<file path="src/include/bsm_pkg.sv">
// Behaviour
// - Flag event when pin exceeds selected threshold
// - Any event drives active-low interrupt pin
// - Readable status shows which pin tripped
// - Monitoring disabled after reset
// - Channel one power-down bit, reset one
// - Channel one threshold select, reset 525 mV
// - Channel two power-down bit, reset one
// - Channel two threshold select, same coding
`default_nettype none

package bsm_pkg;

    // ----------------------------------------------------------------
    // Register map
    // ----------------------------------------------------------------
    localparam logic [7:0] SUB_MAPSEL = 8'h0E;
    localparam logic [7:0] SUB_CH_ONE = 8'h5D;
    localparam logic [7:0] SUB_CH_TWO = 8'h5E;
    localparam logic [7:0] SUB_STATUS = 8'h5F;
    localparam int MAPSEL_LSB = 5;
    localparam int PD_BIT = 6;
    localparam int SEL_LSB = 2;
    localparam logic [1:0] USER_SUBMAP = 2'h0;
    localparam logic [1:0] MAPSEL_RESET = 2'h0;
    localparam logic PD_RESET = 1'h1;
    localparam logic [2:0] SEL_RESET = 3'h3;

    // ----------------------------------------------------------------
    // Serial port and thresholds
    // ----------------------------------------------------------------
    localparam logic [6:0] DEV_ADDR_BASE = 7'h20;
    localparam int ADDR_SEL_BIT = 1;
    localparam int THR_BASE_MV = 75;
    localparam int THR_STEP_MV = 150;
    localparam int SENSE_W_MIN = 11;

    typedef enum logic [3:0] {
        ST_IDLE, ST_ADDR, ST_ADDR_ACK, ST_SUB, ST_SUB_ACK,
        ST_WDATA, ST_WACK, ST_RDATA, ST_RACK
    } bsm_state_t;

endpackage

`default_nettype wire

</file>
<file path="src/bsm_channel.sv">
`default_nettype none

module bsm_channel #(
    parameter int SENSE_W = 11
) (
    input wire logic clock,
    input wire logic nrst,
    input wire logic [SENSE_W-1:0] sense_mv,
    input wire logic power_down,
    input wire logic [2:0] threshold_sel,
    input wire logic clear,
    output logic battery_short_event
);

    typedef struct packed {
        logic flag;
    } bsm_chan_t;

    bsm_chan_t cur;
    bsm_chan_t nx;
    logic [SENSE_W-1:0] thr;
    logic hit;

    if (SENSE_W < bsm_pkg::SENSE_W_MIN)
    begin : g_bad_width
        $error("sense width too narrow for 1125 mV");
    end

    // ----------------------------------------------------------------
    // Comparator and latch
    // ----------------------------------------------------------------
    always_comb
    begin
        thr = SENSE_W'(bsm_pkg::THR_BASE_MV) + SENSE_W'(bsm_pkg::THR_STEP_MV) * SENSE_W'(threshold_sel);
        hit = !power_down && (sense_mv > thr);
        nx = cur;
        // Set beats clear so an event during a status read is kept
        nx.flag = (cur.flag && !clear) || hit;
        if (power_down)
        begin
            nx.flag = 1'b0;
        end
    end

    always_ff @(posedge clock or negedge nrst)
    begin
        if (!nrst)
        begin
            cur <= '0;
        end
        else
        begin
            cur <= nx;
        end
    end

    assign battery_short_event = cur.flag;
endmodule

`default_nettype wire

</file>
<file path="src/bsm_monitor.sv">
`default_nettype none

module bsm_monitor #(
    parameter int SENSE_W = 11
) (
    input wire logic clock,
    input wire logic nrst,
    input wire logic scl,
    input wire logic sda_in,
    output logic sda_out,
    output logic sda_oe,
    input wire logic alsb,
    input wire logic [SENSE_W-1:0] short_sense_pin_one,
    input wire logic [SENSE_W-1:0] short_sense_pin_two,
    output logic interrupt_request_n
);

    typedef struct packed {
        logic [1:0] scl_q;
        logic scl_d;
        logic [1:0] sda_q;
        logic sda_d;
        logic [1:0] alsb_q;
        bsm_pkg::bsm_state_t st;
        logic [3:0] cnt;
        logic [7:0] shreg;
        logic rw;
        logic acked;
        logic [7:0] sub;
        logic sda_oe;
        logic sda_out;
        logic [1:0] submap_select;
        logic sense_one_power_down;
        logic [2:0] sense_one_threshold_sel;
        logic sense_two_power_down;
        logic [2:0] sense_two_threshold_sel;
        logic irq_n;
    } bsm_mon_t;

    bsm_mon_t cur;
    bsm_mon_t nx;
    logic [1:0] flags;
    logic [1:0] ch_clear;
    logic scl_rise;
    logic scl_fall;
    logic start_seen;
    logic stop_seen;
    logic wr_en;
    logic status_load;
    logic user_map;
    logic [6:0] my_addr;
    logic [1:0] ch_power_down;
    logic [1:0][2:0] ch_threshold_sel;
    logic [1:0][SENSE_W-1:0] ch_sense;

    localparam int MSB_MAP = bsm_pkg::MAPSEL_LSB + 1;
    localparam int MSB_SEL = bsm_pkg::SEL_LSB + 2;

    // ----------------------------------------------------------------
    // Bus line conditions, second synchroniser stage compared with its one-cycle delayed copy
    // ----------------------------------------------------------------
    assign scl_rise = cur.scl_q[1] && !cur.scl_d;
    assign scl_fall = !cur.scl_q[1] && cur.scl_d;
    assign start_seen = cur.scl_q[1] && cur.scl_d && !cur.sda_q[1] && cur.sda_d;
    assign stop_seen = cur.scl_q[1] && cur.scl_d && cur.sda_q[1] && !cur.sda_d;
    assign user_map = cur.submap_select == bsm_pkg::USER_SUBMAP;

    always_comb
    begin
        my_addr = bsm_pkg::DEV_ADDR_BASE;
        my_addr[bsm_pkg::ADDR_SEL_BIT] = cur.alsb_q[1];
    end

    // ----------------------------------------------------------------
    // Serial port and register file
    // ----------------------------------------------------------------
    always_comb
    begin
        logic [7:0] load_sub;
        logic [7:0] rd_data;
        logic load;
        load_sub = cur.sub;
        rd_data = 8'h00;
        load = 1'b0;
        nx = cur;
        wr_en = 1'b0;
        status_load = 1'b0;
        ch_clear = 2'b00;
        nx.scl_q = {cur.scl_q[0], scl};
        nx.scl_d = cur.scl_q[1];
        nx.sda_q = {cur.sda_q[0], sda_in};
        nx.sda_d = cur.sda_q[1];
        nx.alsb_q = {cur.alsb_q[0], alsb};
        nx.sda_out = 1'b0;
        nx.irq_n = ~|flags;

        if (start_seen)
        begin
            nx.st = bsm_pkg::ST_ADDR;
            nx.cnt = 4'h0;
            nx.sda_oe = 1'b0;
        end
        else if (stop_seen)
        begin
            nx.st = bsm_pkg::ST_IDLE;
            nx.sda_oe = 1'b0;
        end
        else if (scl_rise)
        begin
            case (cur.st)
                bsm_pkg::ST_ADDR, bsm_pkg::ST_SUB, bsm_pkg::ST_WDATA:
                begin
                    if (cur.cnt < 4'h8)
                    begin
                        nx.shreg = {cur.shreg[6:0], cur.sda_q[1]};
                        nx.cnt = cur.cnt + 4'h1;
                    end
                end
                bsm_pkg::ST_RACK: nx.acked = !cur.sda_q[1];
                default: ;
            endcase
        end
        else if (scl_fall)
        begin
            case (cur.st)
                bsm_pkg::ST_ADDR:
                begin
                    if (cur.cnt == 4'h8)
                    begin
                        if (cur.shreg[7:1] == my_addr)
                        begin
                            nx.sda_oe = 1'b1;
                            nx.rw = cur.shreg[0];
                            nx.st = bsm_pkg::ST_ADDR_ACK;
                        end
                        else
                        begin
                            nx.st = bsm_pkg::ST_IDLE;
                        end
                    end
                end
                bsm_pkg::ST_ADDR_ACK:
                begin
                    nx.sda_oe = 1'b0;
                    nx.cnt = 4'h0;
                    nx.st = bsm_pkg::ST_SUB;
                    load = cur.rw;
                end
                bsm_pkg::ST_SUB:
                begin
                    if (cur.cnt == 4'h8)
                    begin
                        // The monitor registers only answer inside the user sub map
                        if (cur.shreg == bsm_pkg::SUB_MAPSEL ||
                            (user_map && (cur.shreg == bsm_pkg::SUB_CH_ONE || cur.shreg == bsm_pkg::SUB_CH_TWO ||
                                          cur.shreg == bsm_pkg::SUB_STATUS)))
                        begin
                            nx.sda_oe = 1'b1;
                            nx.sub = cur.shreg;
                            nx.st = bsm_pkg::ST_SUB_ACK;
                        end
                        else
                        begin
                            nx.st = bsm_pkg::ST_IDLE;
                        end
                    end
                end
                bsm_pkg::ST_SUB_ACK:
                begin
                    nx.sda_oe = 1'b0;
                    nx.cnt = 4'h0;
                    nx.st = bsm_pkg::ST_WDATA;
                end
                bsm_pkg::ST_WDATA:
                begin
                    if (cur.cnt == 4'h8)
                    begin
                        if (cur.sub == bsm_pkg::SUB_MAPSEL ||
                            (user_map && (cur.sub == bsm_pkg::SUB_CH_ONE || cur.sub == bsm_pkg::SUB_CH_TWO)))
                        begin
                            wr_en = 1'b1;
                            nx.sda_oe = 1'b1;
                            nx.st = bsm_pkg::ST_WACK;
                        end
                        else
                        begin
                            nx.st = bsm_pkg::ST_IDLE;
                        end
                    end
                end
                bsm_pkg::ST_WACK:
                begin
                    nx.sda_oe = 1'b0;
                    nx.cnt = 4'h0;
                    nx.sub = cur.sub + 8'h01;
                    nx.st = bsm_pkg::ST_WDATA;
                end
                bsm_pkg::ST_RDATA:
                begin
                    if (cur.cnt == 4'h7)
                    begin
                        nx.sda_oe = 1'b0;
                        nx.st = bsm_pkg::ST_RACK;
                    end
                    else
                    begin
                        nx.shreg = {cur.shreg[6:0], 1'b0};
                        nx.cnt = cur.cnt + 4'h1;
                        nx.sda_oe = !cur.shreg[6];
                    end
                end
                bsm_pkg::ST_RACK:
                begin
                    if (cur.acked)
                    begin
                        load_sub = cur.sub + 8'h01;
                        nx.sub = load_sub;
                        load = 1'b1;
                    end
                    else
                    begin
                        nx.st = bsm_pkg::ST_IDLE;
                    end
                end
                default: nx.st = bsm_pkg::ST_IDLE;
            endcase
        end

        case (load_sub)
            bsm_pkg::SUB_MAPSEL: rd_data[MSB_MAP:bsm_pkg::MAPSEL_LSB] = cur.submap_select;
            bsm_pkg::SUB_CH_ONE:
            begin
                rd_data[bsm_pkg::PD_BIT] = cur.sense_one_power_down;
                rd_data[MSB_SEL:bsm_pkg::SEL_LSB] = cur.sense_one_threshold_sel;
            end
            bsm_pkg::SUB_CH_TWO:
            begin
                rd_data[bsm_pkg::PD_BIT] = cur.sense_two_power_down;
                rd_data[MSB_SEL:bsm_pkg::SEL_LSB] = cur.sense_two_threshold_sel;
            end
            bsm_pkg::SUB_STATUS: rd_data[1:0] = flags;
            default: rd_data = 8'h00;
        endcase

        if (load)
        begin
            nx.shreg = rd_data;
            nx.sda_oe = !rd_data[7];
            nx.cnt = 4'h0;
            nx.st = bsm_pkg::ST_RDATA;
            // Reading the status clears it; the channel lets a new hit win
            status_load = (load_sub == bsm_pkg::SUB_STATUS) && user_map;
            ch_clear = status_load ? 2'b11 : 2'b00;
        end

        if (wr_en)
        begin
            case (cur.sub)
                bsm_pkg::SUB_MAPSEL: nx.submap_select = cur.shreg[MSB_MAP:bsm_pkg::MAPSEL_LSB];
                bsm_pkg::SUB_CH_ONE:
                begin
                    nx.sense_one_power_down = cur.shreg[bsm_pkg::PD_BIT];
                    nx.sense_one_threshold_sel = cur.shreg[MSB_SEL:bsm_pkg::SEL_LSB];
                end
                bsm_pkg::SUB_CH_TWO:
                begin
                    nx.sense_two_power_down = cur.shreg[bsm_pkg::PD_BIT];
                    nx.sense_two_threshold_sel = cur.shreg[MSB_SEL:bsm_pkg::SEL_LSB];
                end
                default: ;
            endcase
        end
    end

    always_ff @(posedge clock or negedge nrst)
    begin
        if (!nrst)
        begin
            cur <= '0;
            cur.scl_q <= 2'h3;
            cur.scl_d <= 1'b1;
            cur.sda_q <= 2'h3;
            cur.sda_d <= 1'b1;
            cur.st <= bsm_pkg::ST_IDLE;
            cur.submap_select <= bsm_pkg::MAPSEL_RESET;
            cur.sense_one_power_down <= bsm_pkg::PD_RESET;
            cur.sense_one_threshold_sel <= bsm_pkg::SEL_RESET;
            cur.sense_two_power_down <= bsm_pkg::PD_RESET;
            cur.sense_two_threshold_sel <= bsm_pkg::SEL_RESET;
            cur.irq_n <= 1'b1;
        end
        else
        begin
            cur <= nx;
        end
    end

    // ----------------------------------------------------------------
    // Sense channels
    // ----------------------------------------------------------------
    assign ch_power_down = {cur.sense_two_power_down, cur.sense_one_power_down};
    assign ch_threshold_sel = {cur.sense_two_threshold_sel, cur.sense_one_threshold_sel};
    assign ch_sense = {short_sense_pin_two, short_sense_pin_one};

    for (genvar i = 0; i < 2; i++)
    begin : g_chan
        bsm_channel #(.SENSE_W(SENSE_W)) bsm_channel_inst (
            .clock(clock),
            .nrst(nrst),
            .sense_mv(ch_sense[i]),
            .power_down(ch_power_down[i]),
            .threshold_sel(ch_threshold_sel[i]),
            .clear(ch_clear[i]),
            .battery_short_event(flags[i])
        );
    end

    assign sda_out = cur.sda_out;
    assign sda_oe = cur.sda_oe;
    assign interrupt_request_n = cur.irq_n;
endmodule

`default_nettype wire

</file>
<file path="config.mk">
export PLATFORM = sky130hd
export DESIGN_NAME = bsm_monitor
export DESIGN_NICKNAME = d
export VERILOG_FILES = /design/src/include/bsm_pkg.sv /design/src/bsm_channel.sv /design/src/bsm_monitor.sv
export SDC_FILE = /design/constraint.sdc
export NUM_CORES = 1
export LEC_CHECK = 0
export BUFFER_PORTS_ARGS = -buffer_cell sky130_fd_sc_hd__buf_2
export CELL_PAD_IN_SITES_DETAIL_PLACEMENT = 0
export CELL_PAD_IN_SITES_GLOBAL_PLACEMENT = 1
export CORE_MARGIN = 2
export CORE_UTILIZATION = 25
export DETAILED_ROUTE_END_ITERATION = 8
export PLACE_DENSITY_LB_ADDON = 0.1
export SYNTH_ARGS = -nofsm -noshare
export SYNTH_HDL_FRONTEND = slang
export SYNTH_HIERARCHICAL = 1
export SYNTH_SLANG_ARGS = --single-unit
</file>
<file path="constraint.sdc">
create_clock -name clock -period 4.2 [get_ports clock]
set_input_delay 0.42 -clock clock [delete_from_list [all_inputs] [get_ports clock]]
set_output_delay 0.42 -clock clock [all_outputs]
set_load 0.01 [all_outputs]
</file>
Yosys cells after proc, flatten, opt, wreduce, memory -nomap -nowiden:

Cells that the tools add are included.

* word-level logic and storage cells: 196
* bits of input ports: 27
* output and inout port bits: 3
* flip-flop bits (word level): 48

* reductions and logical operators: 53
* multiply operators: 2
* muxes and demuxes: 69
* add/sub/neg operators: 4
* equal/unequal tests: 42
* magnitude comparators: 3
* bitwise gates (word level): 3

Operators with widths (number)
* equality test 8 x 7 -> 1 bit (second input constant): 8
* two-way mux 8 bit: 8
* two-way mux 12 bit: 4
* inequality test 5 bit (second input constant): 9
* two-way mux 9 bit: 4
* two-way mux 1 bit: 29
* two-way mux 4 bit: 7
* one-hot mux 4 bit (7 select lines): 1
* AND reduction 7 bit: 4
* equality test 8 x 4 -> 1 bit (second input constant): 3
* one-hot mux 8 bit (3 select lines): 1
* adder 7 x 11 -> 11 bit (first input constant): 2
* > comparator 11 bit: 2
* two-way mux 22 bit: 1
* equality test 4 x 3 -> 1 bit (second input constant): 5
* multiplier 7 x 3 -> 10 bit (first input constant): 2
* two-way mux 18 bit: 1
* two-way mux 17 bit: 1
* two-way mux 16 bit: 1
* logical AND 1 bit: 14
* inequality test 4 x 1 -> 1 bit (second input constant): 3
* zero test 1 bit: 10
* AND reduction 9 bit: 1
* nonzero test 3 bit: 3
* 29 further kinds: 52

Longest topological paths before layout:

Gate-level depths: netlist (run 1).

* depth after elaboration: 15
* mapped depth: 14
* gate-level depth less buffers: 14

By module:

Netlist (run 1), hierarchy kept.

By module, submodules not included
* bsm_monitor: times used 1, area each 3098.0 um^2, seq. area each 1167.4 um^2, cells each 339
* bsm_channel (g_chan[1].bsm_channel_inst): times used 1, area each 648.1 um^2, seq. area each 25.0 um^2, cells each 74
* bsm_channel (g_chan[0].bsm_channel_inst): times used 1, area each 625.6 um^2, seq. area each 25.0 um^2, cells each 73

Worst setup path before layout (run 1):

Ideal clock, no wire load.

* path type: flip-flop to flip-flop
* start: register cur, in the netlist ch_threshold_sel[1]
* end: register g_chan[0].bsm_channel_inst.cur
* data arrival time: 3223 ps
* data required time: 4057 ps
* path buffers: 0
* path slack: 834 ps
* stages on the path, launching flop included: 15
* cell sequence: dfstp_2 > ha_1 > ha_1 > inv_1 > fa_1 > inv_1 > o2111ai_2 > a2111oi_2 > xnor2_1 > o21a_1 > ha_1 > nand2_1 > nor2_1 > a2111oi_0 > a211oi_1

* word-level cells in the longest chain between the ends: 6

Ends and longest elaborated chain
* from (decl): RTL line bsm_monitor.sv:40 `bsm_mon_t cur;`
* from (signal assigned): RTL line bsm_monitor.sv:294 `cur <= nx;`
* multiplier 7 x 3 -> 10 bit: RTL line bsm_channel.sv:34 `thr = SENSE_W'(bsm_pkg::THR_BASE_MV) + SENSE_W'(bsm_pkg::THR_STEP_MV) * SENSE_W'(threshold_sel);`
* adder 7 x 11 -> 11 bit: RTL line bsm_channel.sv:34
* > comparator 11 bit: RTL line bsm_channel.sv:35 `hit = !power_down && (sense_mv > thr);`
* logical AND 1 bit: RTL line bsm_channel.sv:35
* logical OR 1 bit: RTL line bsm_channel.sv:38 `nx.flag = (cur.flag && !clear) || hit;`
* two-way mux 1 bit: RTL line bsm_channel.sv:39 `if (power_down)`
* named net g_chan[0].bsm_channel_inst.nx: RTL line bsm_channel.sv:20 `bsm_chan_t nx;`
* to (signal assigned): RTL line bsm_channel.sv:53 `cur <= nx;`
* to (decl): RTL line bsm_channel.sv:19 `bsm_chan_t cur;`

The timed path passes the listed nets, and every way through them passes these cells.
A chain may end at the register's enable or synchronous reset.

Final worst setup path (run 1):

Ends and elaborated chain as after synthesis.

==> impl_metrics.csv, run 1 <==
group,metric,value,unit
outcome,status,"complete, no violations",
finish,final_nets,585,
die,ios,30,
sta,period_minus_slack,3.69,ns
worst_setup_path,cp.arrival,3.85,ns
detailed_routing,vias_per_cell,5.01,
worst_setup_path,worstSetupStartpoint,"ch_threshold_sel[1]",
sta,min_period_over_period,87.8,%
cts,cts_resized,0,
worst_hold_path,hold_path_class,"input port to async pin",
detailed_routing,wirelength,12300,um
synthesis,synth_xor_xnor_area_share,6.55,%
synthesis,synth-edff-count,0,
synthesis,synth_most_common_cell,"ha_1",
worst_setup_path,reg2reg_from,"ch_threshold_sel[1]",
synthesis,ys_seq_area_share,27.8,%
cts,h-tree-depth,2,
sta,setup_viol_count_final,0,
die,die_area,18600,um2
detailed_routing,drc_errors,0,
place,dp_worst_setup_slack,0.528,ns
sta,worst_slack,0.512,ns
global_route,track_usage,14.2,%
global_route,grt_pass1_wl,20500,um
synthesis,yosysWarnings,6,
global_route,gr-total-overflow,0,
finish,antennaDiodeCount,0,
sta,max_slew_margin,41.6,%
finish,areaGrowthSynthToFinish,12.2,%
sta,skew,0.0102,ns
synthesis,syn-cell-area,4370,um2
synthesis,synth.avg_cell_area,9.00,um2
synthesis,ys_seq_elements,48,
sta,fmax,0.271,GHz
synthesis,ys.flop_type,"dfrtp_1",
worst_setup_path,end_kind,"register",
synthesis,synth.area.mux_share,4.52,%
cts,cts-buffers-inserted,5,
power,power.leakage,1.99,nW
synthesis,synth_common_cells,"45 x ha_1, 42 x nor2_1, 39 x nand2_1",
synthesis,yosysTopAreaCell,"dfrtp_1",
synthesis,synth_async_sr_flop_share,100,%
place,gp_congestion,0.776,
die,fp.dieW,136,um
sta,hold_violations,0,
worst_setup_path,crit_fanout,9,
synthesis,syn-instance-count,486,
worst_setup_path,crit_type,"register to register",
synthesis,synth_nets,560,
cts,cts_tree,"done",
die,start_util,25.5,%
synthesis,synth.top_cell.area_share,20.0,%
cts,cts_sinks,48,
synthesis,synthSimpleGateAreaFrac,21.2,%
detailed_routing,wl_per_cell,16.7,um
global_route,grt_pass1_vias,3683,
die,coreArea,17200,um2
place,hpwlAfterDp,9500,um
cts,path_clk_slew,0.07,ns
detailed_routing,vias,3693,
global_route,grt_antenna_before_repair,0,
detailed_routing,drtIter0Drc,192,
cts,post-cts-setup-buffers,0,
sta,rsz0062_at_grt,"no",
worst_setup_path,cp-start-kind,"register",
cts,clockBufferDepth,2,
die,die_y,136,um
worst_setup_path,cp.required,4.36,ns
power,vdd_drop_max,180,uV
sta,fin_setup_tns,0,ns
job,maxCapViolations,0,
cts,postCtsHoldBufs,0,
synthesis,synth_area_leaders,"dfrtp_1 20%, ha_1 13%, dfstp_2 7.8%",
power,p_per_area,401,nW/um2
place,port_buffers,28,
finish,layout-drive-gt1-share,18.4,%
synthesis,synth_cell_types,80,
sta,report.final.slew_viol_count,0,
cts,clockRootBuffer,"clkbuf_16",
synthesis,synth_top_family_by_area,"compound AO/OA/AOI/OAI gates",
synthesis,synthAdderAreaFrac,13.8,%
sta,tightest_slew,0.875,ns
detailed_routing,antenna_left,0,
synthesis,synth_compound_area_share,22.0,%
global_route,grt_max_degree,33,
cts,clock_latency,0.30,ns
detailed_routing,first_pass_iters,4,
die,row_count,48,
sequential cells by signal, summed over array words and instances (netlist names):
signal and flops:
ch_power_down 2, ch_threshold_sel 6, sda_oe 1, cur 36
interrupt_request_n 1, g_chan.bsm_channel_inst/battery_short_event 2
per-layer routing:
metal,global-route usage [%],vias up,wire length (um)
met3,2.42,8,401
met5,0,-,0
met4,2.72,0,115
li1,-,1842,-
met2,22.5,50,5610
met1,20.4,1793,6210
per-stage QoR:
step	cell area, um2	hold WS [ns]	utilization [%]	total power (W)	std cells
global route	4900	0.111	28.5	0.00212	737
floorplan	4370	0.124	-	0.00127	486
detailed placement	4740	0.335	27.6	0.00151	729
global placement	4740	0.335	27.6	0.00152	729
finish	4900	0.0822	28.5	0.00197	737
CTS	4900	0.103	28.5	0.00199	737
path summary, 6_finish.rpt:
kind                                                             endpoint  slack (ns)  cells past startpoint
setup / recovery           g_chan[0].bsm_channel_inst/battery_short_event        0.51                     14
hold / removal                                                    cur[17]        0.08                      1
setup reg to reg           g_chan[0].bsm_channel_inst/battery_short_event        0.51                     14
hold reg to reg                                                   cur[40]        0.35                      0
max in group asynchronous                                ch_power_down[1]        3.26                      2
min in group clock                                                cur[42]        0.22                      1
where the power goes:
group / internal [W] / switching (W)
Clock: 0.000281 / 0.000187
Sequential: 0.000560 / 0.000245
Combinational: 0.000284 / 0.000409
Total: 0.00113 / 0.000842
cell usage in the layout (no fill, tap or decap), drive strengths merged, types with 7 or more instances in the layout:
master and instances:
xnor2 17, a21oi 27, ha 45, inv 25
nand2b 11, nor2b 7, mux2 14, dfstp 13
dfrtp 35, o21ai 31, nand2 39, nor2 42
a31oi 14, buf 32, nor4 9, xor2 14
nand3 13, nor3 16
cells by family after synthesis:
group                      Yosys count
and+or+nand+nor                    172
AOI/OAI and AO/OA                  130
DFF                                 48
adders and majority gates           47
buffers and inverters               39
xor gates and xnor gates            31
muxes                               18
other                                1
worst max-delay path, stage by stage, from the launching register on:
cell	delay (ns)
dfstp_2	0.64
ha_1	0.26
ha_1	0.21
inv_1	0.07
fa_1	0.44
inv_1	0.10
o2111ai_2	0.15
a2111oi_2	0.43
xnor2_1	0.12
o21a_1	0.18
ha_1	0.30
nand2_1	0.08
nor2_1	0.04
a2111oi_0	0.40
a211oi_1	0.13
layout make-up:
| type | instances | area [um2] |
|---|---|---|
| fill | 1865 | 12300 |
| tap | 225 | 282 |
| sequential | 48 | 1220 |
| multi-input combinational | 399 | 2980 |
| inverter | 25 | 93.8 |
| clock inverter | 2 | 35.0 |
| clock buffer | 6 | 129 |
| timing repair buffer | 32 | 170 |
Power figures use the tool's default switching activity.
==> run 2: changes to the inputs <==
CORE_UTILIZATION = 40   (was 25)
==> run 2 against run 1 <==
Compared with the run above: die area is 37% lower; setup slack improved by 0.098 ns; total power fell by 3.8%; first-iteration DRC count grew 26%; sequential share of layout area grew 0.73 points; worst hold slack better by 0.11 ns; global-route usage grew 5.2 points; fmax is 2.7% higher; final cell count down 12%; critical path depth unchanged; largest power group unchanged; core utilization up 16 points; routed wire length shrank 13%.
==> impl_metrics.csv, run 2 (same netlist as run 1, synthesis figures left out) <==
group,metric,value,unit
worst_setup_path,cp-start-kind,"register",
sta,skew,0.0102,ns
power,switching_share,43.0,%
power,pwr-share-clk,22.0,%
die,fp.dieW,109,um
sta,setup_viol_count_final,0,
die,die_area,11800,um2
finish,antennaDiodeCount,0,
die,coreArea,10700,um2
finish,layout-drive-gt1-share,18.4,%
sta,whs,0.196,ns
global_route,grt_max_degree,49,
sta,hold_violations,0,
cts,cts_tree,"done",
worst_hold_path,hold_path_class,"input port to async pin",
sta,fmax,0.279,GHz
place,gp_congestion,0.864,
finish,multiInputGateArea,2980,um2
worst_setup_path,reg2reg_depth,14,
power,p_switching,0.000814,W
finish,areaGrowthSynthToFinish,8.96,%
finish,top_register,"cur",
sta,min_period_over_period,85.5,%
outcome,status,"complete, no violations",
power,vdd_drop_max,179,uV
detailed_routing,wl_per_cell,16.4,um
cts,clockBufferDepth,2,
detailed_routing,vias,3695,
global_route,gr-total-overflow,0,
cts,cts_sinks,48,
detailed_routing,drc_errors,0,
global_route,grt_pass1_vias,3578,
finish,largest_reg_flops,36,
power,power.leakage,1.98,nW
die,die_y,109,um
detailed_routing,vias_per_cell,5.68,
sta,period_minus_slack,3.59,ns
detailed_routing,drtIter0Drc,241,
cts,post-cts-setup-buffers,0,
die,start_util,40.7,%
detailed_routing,wirelength,10700,um
die,row_count,38,
sta,report.final.slew_viol_count,0,
finish,layout_common_cells,"45 x ha_1, 42 x nor2_1, 39 x nand2_1, 35 x dfrtp_1, 28 x buf_2",
place,hpwlAfterDp,8250,um
worst_setup_path,end_kind,"register",
cts,clock_latency,0.31,ns
worst_setup_path,crit_type,"register to register",
global_route,track_usage,19.4,%
finish,regArea,1220,um2
cts,h-tree-depth,2,
global_route,grt_pass1_wl,18300,um
worst_setup_path,cp.required,4.37,ns
finish,mostFrequentLayoutCell,"ha_1",
power,p_seq_share,43.3,%
power,p_per_area,397,nW/um2
sta,max_slew_margin,41.0,%
power,comb_power_share,34.6,%
worst_setup_path,crit_fanout,9,
cts,path_clk_slew,0.10,ns
finish,final_nets,584,
die,ios,30,
global_route,grt_antenna_before_repair,0,
cts,cts-buffers-inserted,5,
power,p_int,0.00108,W
sta,fin_setup_tns,0,ns
detailed_routing,antenna_left,0,
cts,postCtsHoldBufs,0,
finish,fillers,1100,
sta,tightest_slew,0.884,ns
place,port_buffers,28,
detailed_routing,first_pass_iters,5,
cts,cts_resized,0,
cts,clockRootBuffer,"clkbuf_8",
job,maxCapViolations,0,
worst_setup_path,cp.arrival,3.76,ns
sta,rsz0062_at_grt,"no",
==> run 2: changes by cell type in the layout (fill, tap and decap cells not counted), sizes merged <==
cell and change:
clkinv -1, buf -1, inv +1, bufinv +1
clkbuf -1
==> run 2: power by group through the flow <==
stage / sequential [W] / clock (W) / combinational (W)
6_report: 0.000819 / 0.000417 / 0.000656
5_1_grt: 0.000846 / 0.000445 / 0.000740
4_1_cts: 0.000816 / 0.000424 / 0.000652
3_5_place_dp: 0.000825 / 0 / 0.000649
3_3_place_gp: 0.000828 / 0 / 0.000642
2_1_floorplan: 0.000672 / 0 / 0.000602
==> run 2: layout make-up <==
class | instances | area share (%)
Multi-Input combinational cell | 399 | 62.5
Tap cell | 140 | 3.68
Clock buffer | 5 | 1.44
Inverter | 25 | 1.97
Clock inverter | 3 | 1.44
Timing Repair Buffer | 31 | 3.41
Sequential cell | 48 | 25.6
==> run 2: metrics by stage <==
| stage | total power, W | utilization [%] | instance area (um2) | worst slack [ns] | cells |
|---|---|---|---|---|---|
| final | 0.00189 | 44.3 | 4760 | 0.611 | 651 |
| after detailed placement | 0.00147 | 43.0 | 4630 | 0.607 | 643 |
| after global routing | 0.00203 | 44.3 | 4760 | 0.276 | 651 |
| after CTS | 0.00189 | 44.3 | 4760 | 0.595 | 651 |
| after floorplan | 0.00127 | - | 4370 | 0.834 | 486 |
| after global placement | 0.00147 | 43.0 | 4630 | 0.656 | 643 |
==> run 2: worst paths after layout <==
check,to,startpoint,slack [ns]
setup / recovery,g_chan[0].bsm_channel_inst/battery_short_event,ch_threshold_sel[1],0.61
hold / removal,cur[15],nrst,0.20
setup reg to reg,g_chan[0].bsm_channel_inst/battery_short_event,ch_threshold_sel[1],0.61
hold reg to reg,cur[46],cur[45],0.35
max in group asynchronous,cur[30],nrst,3.58
min in group clock,cur[42],sda_in,0.21
==> run 2: critical path, cell delays in order, from the launching register on <==
cell and delay (ns):
dfstp_2 0.65, ha_1 0.27, ha_1 0.21, inv_1 0.07, fa_1 0.44, inv_1 0.10
o2111ai_2 0.14, a2111oi_2 0.41, xnor2_1 0.10, o21a_1 0.17, ha_1 0.30, nand2_1 0.08
nor2_1 0.04, a2111oi_0 0.35, a211oi_1 0.12
==> run 2: routing by layer <==
metal  global-route usage, %  vias up  part of all wire, %  routed length, um
li1                        -     1830                    -                  -
met1                    29.2     1804                   52               5550
met2                    30.2       57                   45               4760
met3                    2.29        4                  3.0                326
met4                    3.02        0                 0.47                 50
met5                       0        -                    0                  0
